[config.mk]
export PLATFORM = sky130hd
export DESIGN_NAME = omie_core
export DESIGN_NICKNAME = d
export VERILOG_FILES = /design/src/pkg/omie_pkg.sv /design/src/hdl/omie_core.sv /design/src/hdl/omie_file_ram.sv
export SDC_FILE = /design/constraint.sdc
export NUM_CORES = 1
export LEC_CHECK = 0
export ABC_CLOCK_PERIOD_IN_PS = 8600
export BUFFER_PORTS_ARGS = -buffer_cell sky130_fd_sc_hd__buf_4
export CAP_MARGIN = 15
export CORE_UTILIZATION = 65
export CTS_CLUSTER_SIZE = 10
export DETAILED_ROUTE_END_ITERATION = 12
export PLACE_DENSITY_LB_ADDON = 0.15
export SYNTH_ARGS = -nofsm -noshare
export SYNTH_HDL_FRONTEND = slang
export SYNTH_SLANG_ARGS = --single-unit
[constraint.sdc]
create_clock -name clock -period 8.6 [get_ports clock]
set_clock_uncertainty 0.1 [all_clocks]
set_input_delay 1.72 -clock clock [delete_from_list [all_inputs] [get_ports clock]]
set_output_delay 1.72 -clock clock [all_outputs]
set_load 0.02 [all_outputs]
[src/pkg/omie_pkg.sv]
// shared constants and types for the accumulator/file instruction executor
package omie_pkg;
   // word and field layout
   localparam int INSTR_W = 14;
   localparam int DATA_W = 8;
   localparam int FILE_ADDR_W = 7;
   localparam int FILE_DEPTH = 128;
   localparam int BUS_ADDR_W = 8;
   localparam int BUS_DATA_W = 16;
   localparam int DEST_BIT = 7;
   localparam int FILE_ADDR_MSB = 6;
   localparam int LIT_MSB = 7;
   // opcode patterns, compared against the top bits of the word
   localparam logic [5:0] OPC_OR_FILE = 6'h04;
   localparam logic [5:0] OPC_MOVE_FILE = 6'h08;
   localparam logic [3:0] OPC_LOAD_LIT = 4'hC;
   localparam logic [6:0] OPC_STORE_ACC = 7'h01;
   // destination select values
   localparam logic DEST_ACC = 1'b0;
   localparam logic DEST_FILE = 1'b1;
   // register offsets (byte addresses)
   localparam logic [BUS_ADDR_W-1:0] REG_CTRL = 8'h00;
   localparam logic [BUS_ADDR_W-1:0] REG_ACC = 8'h04;
   localparam logic [BUS_ADDR_W-1:0] REG_STATUS = 8'h08;
   localparam logic [BUS_ADDR_W-1:0] REG_LASTOP = 8'h0C;
   localparam logic [BUS_ADDR_W-1:0] REG_COUNT = 8'h10;
   localparam logic [BUS_ADDR_W-1:0] REG_BADCOUNT = 8'h14;
   // field positions and reset values
   localparam int CTRL_ENABLE_BIT = 0;
   localparam int STATUS_ZERO_BIT = 0;
   localparam logic CTRL_ENABLE_RESET = 1'b1;
   localparam logic [DATA_W-1:0] ACC_RESET = 8'h00;
   localparam logic ZERO_RESET = 1'b0;
   localparam logic [BUS_DATA_W-1:0] COUNT_ONE = 16'h0001;
   // execution states, gray along idle -> execute -> idle
   typedef enum logic [1:0] {
      ST_IDLE = 2'b00,
      ST_EXEC = 2'b01
   } omie_state_type;
   typedef enum logic [2:0] {
      OP_NONE = 3'b000,
      OP_OR_ACC_FILE = 3'b001,
      OP_MOVE_FILE = 3'b010,
      OP_LOAD_LIT = 3'b011,
      OP_STORE_ACC = 3'b100
   } omie_op_type;
endpackage
[src/hdl/omie_core.sv]
// decode and execute of the four accumulator/file instructions
// Operation
// - 00 0100 d fffffff: OR accumulator with file register, update zero flag.
// - OR result goes to accumulator when d is 0, to file register when 1.
// - 00 1000 d fffffff: read file register, copy to selected destination.
// - move: d 0 loads accumulator, d 1 rewrites same file register unchanged.
// - move updates zero flag from moved value, so it tests a register.
// - 11 00xx kkkkkkkk: load literal to accumulator, ignore xx, flags unchanged.
// - 00 0000 1 fffffff: store accumulator into file register, flags unchanged.
//
// Local design decisions: the address-and-strobe port and the register offsets.
`timescale 1ns/10ps
module omie_core
   import omie_pkg::*;
(
   // clock and reset
   input wire logic clock,
   input wire logic resetn,
   // instruction issue
   input wire logic [INSTR_W-1:0] instrWord,
   input wire logic instrValid,
   output logic instrReady,
   // completion
   output logic instrDone,
   output logic unknownOp,
   // core state
   output logic [DATA_W-1:0] accumulator,
   output logic zeroFlag,
   // file register write observation
   output logic fileWrEn,
   output logic [FILE_ADDR_W-1:0] fileWrAddr,
   output logic [DATA_W-1:0] fileWrData,
   // register bus
   input wire logic [BUS_ADDR_W-1:0] busAddr,
   input wire logic [BUS_DATA_W-1:0] busWdata,
   input wire logic busWrite,
   input wire logic busRead,
   output logic [BUS_DATA_W-1:0] busRdata
);
   omie_state_type state_reg, state_next;
   omie_op_type op_reg, opDecoded;
   logic [FILE_ADDR_W-1:0] addr_reg, fileWa_reg;
   logic [DATA_W-1:0] lit_reg, acc_reg, fileWd_reg;
   logic [INSTR_W-1:0] lastOp_reg;
   logic [BUS_DATA_W-1:0] count_reg, badCount_reg, rdata_reg;
   logic dest_reg, ready_reg, enable_reg, zero_reg, done_reg, bad_reg, fileWe_reg;
   logic take, executing, accWe, zeroWe, memWe;
   logic [DATA_W-1:0] fileData, result, memWd, acc_next;

   assign take = instrValid && ready_reg;
   assign executing = (state_reg == ST_EXEC);

   // opcode recognition straight from the issued word
   always_comb
   begin
      opDecoded = OP_NONE;
      if (instrWord[13:8] == OPC_OR_FILE)
      begin
         opDecoded = OP_OR_ACC_FILE;
      end
      else if (instrWord[13:8] == OPC_MOVE_FILE)
      begin
         opDecoded = OP_MOVE_FILE;
      end
      else if (instrWord[13:10] == OPC_LOAD_LIT)
      begin
         opDecoded = OP_LOAD_LIT; // the two don't-care bits are not compared
      end
      else if (instrWord[13:7] == OPC_STORE_ACC)
      begin
         opDecoded = OP_STORE_ACC;
      end
   end

   // one word is taken, one execute cycle follows, then idle again
   always_comb
   begin
      case (state_reg)
         ST_IDLE:
         begin
            state_next = take ? ST_EXEC : ST_IDLE;
         end
         ST_EXEC:
         begin
            state_next = ST_IDLE; // never a second cycle, nothing skipped
         end
         default:
         begin
            state_next = ST_IDLE;
         end
      endcase
   end

   always_ff @(posedge clock or negedge resetn)
   begin
      if (!resetn)
      begin
         state_reg <= ST_IDLE;
      end
      else
      begin
         state_reg <= state_next;
      end
   end

   // ready drops for the execute cycle so file reads never race a write-back
   always_ff @(posedge clock or negedge resetn)
   begin
      if (!resetn)
      begin
         ready_reg <= 1'b0;
      end
      else
      begin
         ready_reg <= enable_reg && (state_next == ST_IDLE);
      end
   end

   // latch the decoded word; operands live in fixed fields
   always_ff @(posedge clock or negedge resetn)
   begin
      if (!resetn)
      begin
         op_reg <= OP_NONE;
         dest_reg <= DEST_ACC;
         addr_reg <= '0;
         lit_reg <= '0;
         lastOp_reg <= '0;
      end
      else if (take)
      begin
         op_reg <= opDecoded;
         dest_reg <= instrWord[DEST_BIT];
         addr_reg <= instrWord[FILE_ADDR_MSB:0];
         lit_reg <= instrWord[LIT_MSB:0];
         lastOp_reg <= (opDecoded == OP_LOAD_LIT) ? {instrWord[13:10], 2'b00, instrWord[LIT_MSB:0]}
            : instrWord; // don't-care bits read as zeros
      end
   end

   // file register read is launched in the take cycle, data ready in execute
   omie_file_ram #(
      .WIDTH(DATA_W),
      .DEPTH(FILE_DEPTH),
      .ADDR_W(FILE_ADDR_W)
   ) fileRam (
      .clock(clock),
      .readEn(take),
      .readAddr(instrWord[FILE_ADDR_MSB:0]),
      .readData(fileData),
      .writeEn(memWe),
      .writeAddr(addr_reg),
      .writeData(memWd)
   );

   // execute: choose result, destination and flag update
   always_comb
   begin
      result = '0;
      accWe = 1'b0;
      zeroWe = 1'b0;
      memWe = 1'b0;
      memWd = '0;
      if (executing)
      begin
         case (op_reg)
            OP_OR_ACC_FILE:
            begin
               result = acc_reg | fileData;
               zeroWe = 1'b1;
               accWe = (dest_reg == DEST_ACC);
               memWe = (dest_reg == DEST_FILE);
               memWd = result;
            end
            OP_MOVE_FILE:
            begin
               result = fileData;
               zeroWe = 1'b1;
               accWe = (dest_reg == DEST_ACC);
               memWe = (dest_reg == DEST_FILE); // same value back into same address
               memWd = fileData;
            end
            OP_LOAD_LIT:
            begin
               result = lit_reg;
               accWe = 1'b1; // zero flag left alone
            end
            OP_STORE_ACC:
            begin
               memWe = 1'b1;
               memWd = acc_reg; // no flag write enable here
            end
            default:
            begin
               result = '0;
            end
         endcase
      end
   end

   // core update wins over a software write in the same cycle
   always_comb
   begin
      acc_next = acc_reg;
      if (accWe)
      begin
         acc_next = result;
      end
      else if (busWrite && (busAddr == REG_ACC))
      begin
         acc_next = busWdata[DATA_W-1:0];
      end
   end

   always_ff @(posedge clock or negedge resetn)
   begin
      if (!resetn)
      begin
         acc_reg <= ACC_RESET;
      end
      else
      begin
         acc_reg <= acc_next;
      end
   end

   always_ff @(posedge clock or negedge resetn)
   begin
      if (!resetn)
      begin
         zero_reg <= ZERO_RESET;
      end
      else if (zeroWe)
      begin
         zero_reg <= (result == '0);
      end
      else if (busWrite && (busAddr == REG_STATUS))
      begin
         zero_reg <= busWdata[STATUS_ZERO_BIT];
      end
   end

   // software can pause issue; a word already taken still completes
   always_ff @(posedge clock or negedge resetn)
   begin
      if (!resetn)
      begin
         enable_reg <= CTRL_ENABLE_RESET;
      end
      else if (busWrite && (busAddr == REG_CTRL))
      begin
         enable_reg <= busWdata[CTRL_ENABLE_BIT];
      end
   end

   // completion pulses and retire counters, both wrap
   always_ff @(posedge clock or negedge resetn)
   begin
      if (!resetn)
      begin
         done_reg <= 1'b0;
         bad_reg <= 1'b0;
         count_reg <= '0;
         badCount_reg <= '0;
      end
      else
      begin
         done_reg <= executing;
         bad_reg <= executing && (op_reg == OP_NONE);
         if (executing)
         begin
            count_reg <= count_reg + COUNT_ONE;
         end
         if (executing && (op_reg == OP_NONE))
         begin
            badCount_reg <= badCount_reg + COUNT_ONE;
         end
      end
   end

   // registered copy of each file write for the outside register file view
   always_ff @(posedge clock or negedge resetn)
   begin
      if (!resetn)
      begin
         fileWe_reg <= 1'b0;
         fileWa_reg <= '0;
         fileWd_reg <= '0;
      end
      else
      begin
         fileWe_reg <= memWe;
         fileWa_reg <= addr_reg;
         fileWd_reg <= memWd;
      end
   end

   // read data stand for exactly one cycle, zero otherwise and when unmapped
   always_ff @(posedge clock or negedge resetn)
   begin
      if (!resetn)
      begin
         rdata_reg <= '0;
      end
      else if (busRead)
      begin
         case (busAddr)
            REG_CTRL: rdata_reg <= {{(BUS_DATA_W-1){1'b0}}, enable_reg};
            REG_ACC: rdata_reg <= {{(BUS_DATA_W-DATA_W){1'b0}}, acc_reg};
            REG_STATUS: rdata_reg <= {{(BUS_DATA_W-1){1'b0}}, zero_reg};
            REG_LASTOP: rdata_reg <= {{(BUS_DATA_W-INSTR_W){1'b0}}, lastOp_reg};
            REG_COUNT: rdata_reg <= count_reg;
            REG_BADCOUNT: rdata_reg <= badCount_reg;
            default: rdata_reg <= '0;
         endcase
      end
      else
      begin
         rdata_reg <= '0;
      end
   end

   assign instrReady = ready_reg;
   assign instrDone = done_reg;
   assign unknownOp = bad_reg;
   assign accumulator = acc_reg;
   assign zeroFlag = zero_reg;
   assign fileWrEn = fileWe_reg;
   assign fileWrAddr = fileWa_reg;
   assign fileWrData = fileWd_reg;
   assign busRdata = rdata_reg;
endmodule

[src/hdl/omie_file_ram.sv]
// file register storage with registered read data
`timescale 1ns/10ps
module omie_file_ram #(
   parameter int WIDTH = 8,
   parameter int DEPTH = 128,
   parameter int ADDR_W = 7
)(
   // clock
   input wire logic clock,
   // read port
   input wire logic readEn,
   input wire logic [ADDR_W-1:0] readAddr,
   output logic [WIDTH-1:0] readData,
   // write port
   input wire logic writeEn,
   input wire logic [ADDR_W-1:0] writeAddr,
   input wire logic [WIDTH-1:0] writeData
);
   logic [WIDTH-1:0] mem [DEPTH];

   // no reset on the array so it maps onto plain ram
   always_ff @(posedge clock)
   begin
      if (writeEn)
      begin
         mem[writeAddr] <= writeData;
      end
   end

   always_ff @(posedge clock)
   begin
      if (readEn)
      begin
         readData <= mem[readAddr];
      end
   end
endmodule

==> flow_summary_export.csv, run 1 <==
group,metric,value,unit
synthesis,synth_area,44100,um^2
drt,wirelength,97900,um
drt,detail_route.wl_per_cell,31.8,um
synthesis,synth.yosys.warnings,0,
sta,fmax,0.211,GHz
drt,remaining_drc_errors,0,
sta,fin_crit_sh,0.551,
finish,area_growth,11.8,%
synthesis,synth_most_common_cell,"edfxtp_1",
synthesis,synth_seq_area_share,0.757,
setup_path,end_kind,"flop",
setup_path,worst_ep_arrival_time,5.08,ns
setup_path,path_max_fanout,74,
synthesis,yosys-top-cells-count,"edfxtp_1, mux4_2, nor2_1",
power_and_ir_drop,p_leak,18.2,nW
finish,fin_nets,2211,
synthesis,synth-main-ff-cell,"edfxtp_1",
setup_path,rrSetupSlack,4.45,ns
setup_path,cp_slowest_stage_delay,0.63,ns
sta,rsz0062_at_grt,"false",
setup_path,crit_start,"instrWord[0]",
clocking,cts_hold_buffers,0,
setup_path,cpMaxStageDelayCell,"mux4_2",
setup_path,r2r-end,"fileRam.mem[77][5]$_DFFE_PP_",
synthesis,syn-num-nets,2077,
clocking,clockBufferDepth,3,
setup_path,crit_family,"multiplexers",
clocking,post_cts_resized,0,
synthesis,synth_top_area_frac,0.703,
setup_path,path_buf_inv,2,
setup_path,reg2regPathDepth,6,
clocking,postCtsSetupBuffers,0,
clocking,cts_tree,"yes",
clocking,root_buffer,"clkbuf_16",
synthesis,asyncSetResetFlopFracSynth,0.0843,
placed_design,dp.cells,2903,
sta,post-route-min-period,4.74,ns
floorplanning,die_w,262,um
min_path,hold_path.class,"reg2reg",
finish,drive_gt1_frac,0.286,
global_routing,grt_overflow,0,
synthesis,yosys.area.top_type,"edfxtp_1",
synthesis,avgSynthCellArea,21.7,um^2
global_routing,grt_pass1_vias,21934,
finish,fin_cells,3078,
power_and_ir_drop,ir_worst_vdd,0.000195,V
sta,worstMarginPinSlew,1.11,ns
global_routing,antenna_found_initial,1,
sta,final_hold_viol_count,0,
clocking,h-tree-depth,4,
setup_path,rr_startpoint,"op_reg[0]$_DFFE_PN0P_",
setup_path,crit_path_end,"fileRam.readData[3]$_DFFE_PP_",
flow_run,max_cap_viol_count,0,
floorplanning,ios,87,
setup_path,cp-start-kind,"input pin",
sta,setup_viol,0,
drt,num_vias,21311,
floorplanning,dieHeight,262,um
synthesis,syn_inst,2032,
setup_path,path_depth,6,
floorplanning,start_util,0.656,
synthesis,ys_types,43,
setup_path,crit_top_cell,"mux4_2",
synthesis,synth_area_leaders,"edfxtp_1, mux4_2, dfrtp_1",
floorplanning,dieArea,68900,um^2
drt,antenna_left,0,
placed_design,place.gp.congestion,0.835,
finish,regMostFlops,"fileRam.mem",
status,status,"finished clean",
sta,finalSetupTns,0,ns
floorplanning,num_rows,95,
finish,n_fill_cell,3662,
sta,slew_violations,0,
setup_path,crit_required,8.95,ns
finish,largest_register_ff_count,1024,
floorplanning,core,67200,um^2
setup_path,worstPathCellList,"buf_8 > buf_12 > mux4_2 > mux4_2 > mux4_2 > mux2_2",
drt,first_pass_iters,5,
power_and_ir_drop,power_density,233,nW/um^2
sta,slew_headroom,0.257,
placed_design,dp_hpwl,54800,um
synthesis,synth_edf_count,1032,
clocking,clock-sinks,1127,
global_routing,grt_max_degree,117,
drt,initialDrtViolationCount,2421,
clocking,cts_buffers,131,
clocking,path_clk_slew,0.05,ns
global_routing,grt_usage,0.294,
placed_design,portBuffers,78,
setup_path,timing_worst_setup_path_type,"in2reg",
global_routing,grt_pass1_wl,146000,um
synthesis,ys_seq_elements,1127,
drt,viasPerCell,6.92,
clocking,insertion_delay,0.72,ns
==> layout by cell type, fill, tap and decap left out, types with 3 or more instances in the layout <==
master / n
buf_4: 103
nor3b_1: 3
a22oi_1: 24
edfxtp_1: 1032
and3b_1: 6
dfrtp_1: 94
o21ai_0: 9
xnor2_1: 17
nor2b_1: 8
clkbuf_1: 24
nand4_1: 11
and3_1: 6
mux2_2: 23
mux4_2: 336
inv_6: 7
mux2i_1: 18
and4_1: 3
buf_16: 3
nand2_1: 46
nand3_1: 22
buf_12: 3
nand4b_1: 3
nor2b_4: 8
nor2_1: 145
nor3_1: 12
xor2_1: 14
clkinv_8: 3
clkbuf_16: 134
nand3b_1: 7
a21oi_1: 38
or4_1: 9
inv_1: 5
==> metrics by stage <==
stage	cell area [um^2]	util	setup WS (ns)	total power (W)	hold WS [ns]
floorplan	44100	-	2.89	0.00654	0.252
global placement	45600	0.680	3.09	0.00675	0.368
detailed placement	45600	0.680	3.09	0.00677	0.364
CTS	49200	0.733	3.83	0.0115	0.379
global route	49300	0.734	3.70	0.0118	0.398
finish	49300	0.734	3.86	0.0115	0.378
==> area by class of cell <==
class                      instances  area (um^2)  area share
antenna                            1         2.50   0.0000508
clock buffer                     158         3440      0.0698
clock inverter                    13          139     0.00282
inverter                           5         18.8    0.000381
multi-input combinational        790        10300       0.209
sequential                      1127        33400       0.677
tap                              873         1090      0.0222
timing repair buffer             111          946      0.0192
==> cell families after synthesis <==
logic type	count (synthesis)	share of synthesized area
AOI/OAI and AO/OA	78	0.0107
xor gates and xnor gates	31	0.00616
adders and majority gates	3	0.000795
buffers and inverters	115	0.0111
DFF	1127	0.757
muxes	377	0.182
and+or+nand+nor	301	0.0328
==> report_power, final <==
| part | internal (W) | switching, W | leakage (nW) |
|---|---|---|---|
| clock network | 0.00280 | 0.00202 | 1.75 |
| logic | 0.000237 | 0.000361 | 3.70 |
| registers | 0.00598 | 0.0000924 | 12.8 |
==> metal layers <==
layer	vias to the layer above	global-route usage	part of all wire
met3	175	0.0602	0.090
met2	1135	0.465	0.50
met4	0	0.0890	0.025
met1	11325	0.425	0.39
met5	-	0	0
li1	8676	-	-
==> worst min-delay path by stage <==
stage	start	end	slack [ns]	cells after the start
floorplan	addr_reg[0]$_DFFE_PN0P_	fileWrAddr[0]$_DFF_PN0_	0.25	0
global placement	badCount_reg[15]$_DFFE_PN0P_	badCount_reg[15]$_DFFE_PN0P_	0.37	1
detailed placement	count_reg[15]$_DFFE_PN0P_	count_reg[15]$_DFFE_PN0P_	0.36	1
CTS	count_reg[15]$_DFFE_PN0P_	count_reg[15]$_DFFE_PN0P_	0.38	1
global route	count_reg[15]$_DFFE_PN0P_	count_reg[15]$_DFFE_PN0P_	0.40	1
finish	count_reg[15]$_DFFE_PN0P_	count_reg[15]$_DFFE_PN0P_	0.38	1
Note: power is estimated with default switching activity, not from simulation.
==> run 2, diff against run 1 <==
Settings changed: ABC_CLOCK_PERIOD_IN_PS 8600 to 4500, CORE_UTILIZATION 65 to 62.
Clock period 8.6 ns to 4.5 ns, I/O delays scaled along.
==> flow_summary_export.csv, run 2 (synthesis results as in run 1) <==
group,metric,value,unit
status,status,"finished clean",
global_routing,use_met2,0.447,
finish,largest_register_ff_count,1024,
drt,initialDrtViolationCount,2623,
global_routing,antenna_found_initial,2,
drt,detail_route.wl_per_cell,31.2,um
drt,num_vias,21389,
placed_design,dpl_cell_area,46200,um^2
finish,drive_gt1_frac,0.295,
finish,area_growth,12.9,%
setup_path,end_kind,"flop",
placed_design,dp_hpwl,58200,um
sta,slew_violations,0,
setup_path,crit_required,4.72,ns
clocking,path_clk_slew,0.05,ns
floorplanning,start_util,0.628,
finish,final_area,49800,um^2
drt,remaining_drc_errors,0,
setup_path,timing_worst_setup_path_type,"reg2reg",
global_routing,grt_pass1_vias,21677,
clocking,clock-sinks,1127,
floorplanning,core,70100,um^2
sta,final_hold_viol_count,0,
setup_path,worst_ep_arrival_time,3.67,ns
global_routing,grt_overflow,0,
setup_path,path_max_fanout,16,
global_routing,busiest_layer,"met2",
placed_design,place.gp.congestion,0.870,
drt,antenna_left,0,
sta,fin_crit_sh,0.766,
floorplanning,dieArea,72200,um^2
drt,wirelength,98800,um
clocking,insertion_delay,0.71,ns
sta,setup_viol,0,
floorplanning,die_w,269,um
clocking,cts_hold_buffers,0,
sta,fmax,0.290,GHz
sta,slew_headroom,0.375,
global_routing,use_met3,0.0540,
finish,final_common_cell,"edfxtp_1",
floorplanning,dieHeight,269,um
power_and_ir_drop,p_leak,18.4,nW
finish,fin_nets,2241,
drt,first_pass_iters,6,
global_routing,grtUsageMet1,0.420,
clocking,postCtsSetupBuffers,0,
finish,fin_util,0.709,
clocking,post_cts_resized,0,
global_routing,grt_pass1_wl,146000,um
sta,rsz0062_at_grt,"false",
floorplanning,num_rows,97,
drt,viasPerCell,6.75,
power_and_ir_drop,ir_worst_vdd,0.000320,V
power_and_ir_drop,power_density,442,nW/um^2
clocking,h-tree-depth,4,
min_path,hold_path.class,"in2async",
sta,post-route-min-period,3.45,ns
clocking,clockBufferDepth,3,
setup_path,cp-start-kind,"flop",
clocking,root_buffer,"clkbuf_16",
sta,finalSetupTns,0,ns
clocking,cts_tree,"yes",
global_routing,grt_usage,0.286,
flow_run,max_cap_viol_count,0,
floorplanning,ios,87,
global_routing,grt_max_degree,130,
sta,worstMarginPinSlew,0.935,ns
clocking,cts_buffers,131,
placed_design,portBuffers,78,
finish,final_cell_mix,"edfxtp_1, mux4_2, nor2_1",
finish,regMostFlops,"fileRam.mem",
==> run 2: cell count changes in the layout (fill, tap and decap cells not counted), sizes merged <==
cell / before / now
inv: 13 / 7
clkbuf: 158 / 161
clkinvlp: 0 / 1
clkinv: 5 / 1
buf: 111 / 141
==> run 2: critical path, stage by stage (launching register included) <==
cell and delay (ns):
dfrtp_1 0.54, nor2b_1 0.53, nor3b_1 0.26, o21a_1 0.44, nand4b_1 0.16, buf_4 0.30
nor2_1 0.72
==> run 2: worst paths after layout <==
path / from / endpoint / slack, ns / cells after the start
worst min register to register: count_reg[15]$_DFFE_PN0P_ / count_reg[15]$_DFFE_PN0P_ / 0.38 / 1
worst max register to register: op_reg[2]$_DFFE_PN0P_ / fileRam.mem[14][5]$_DFFE_PP_ / 1.05 / 6
worst max-delay path: op_reg[2]$_DFFE_PN0P_ / fileRam.mem[14][5]$_DFFE_PP_ / 1.05 / 6
max in group asynchronous: resetn / enable_reg$_DFFE_PN1P_ / 3.15 / 2
min in group clock: instrWord[8] / lastOp_reg[8]$_DFFE_PN0P_ / 0.33 / 2
worst min-delay path: resetn / count_reg[14]$_DFFE_PN0P_ / 0.17 / 1
==> run 2: stage by stage <==
step | cells | worst slack, ns | hold WS [ns] | power (W)
floorplan | 2032 | 0.347 | 0.252 | 0.0125
global placement | 3003 | 0.569 | 0.370 | 0.0130
detailed placement | 3003 | 0.572 | 0.366 | 0.0130
CTS | 3168 | 0.997 | 0.151 | 0.0221
global route | 3168 | 0.834 | 0.212 | 0.0226
finish | 3169 | 1.05 | 0.173 | 0.0220
==> run 2: area by class of cell <==
class / count / area, um^2
clock inverters: 4 / 41.3
clock buffers: 161 / 3540
diodes: 1 / 2.50
flip-flops and latches: 1127 / 33400
well taps: 940 / 1180
inverters: 5 / 18.8
repair buffers: 141 / 1320
multi-input cells: 790 / 10300
fillers: 4082 / 20400
==> run 2: power by group <==
| group | switching, W | leakage (nW) | total (W) | internal [W] |
|---|---|---|---|---|
| registers | 0.000164 | 12.8 | 0.0116 | 0.0114 |
| clock network | 0.00376 | 1.74 | 0.00920 | 0.00544 |
| logic | 0.000708 | 3.89 | 0.00119 | 0.000480 |
| total | 0.00463 | 18.4 | 0.0220 | 0.0173 |
==> run 2: routing by layer <==
layer	vias to the layer above	part of all wire
li1	8759	-
met1	11412	0.40
met2	1053	0.49
met3	163	0.082
met4	2	0.024
met5	-	0.000091
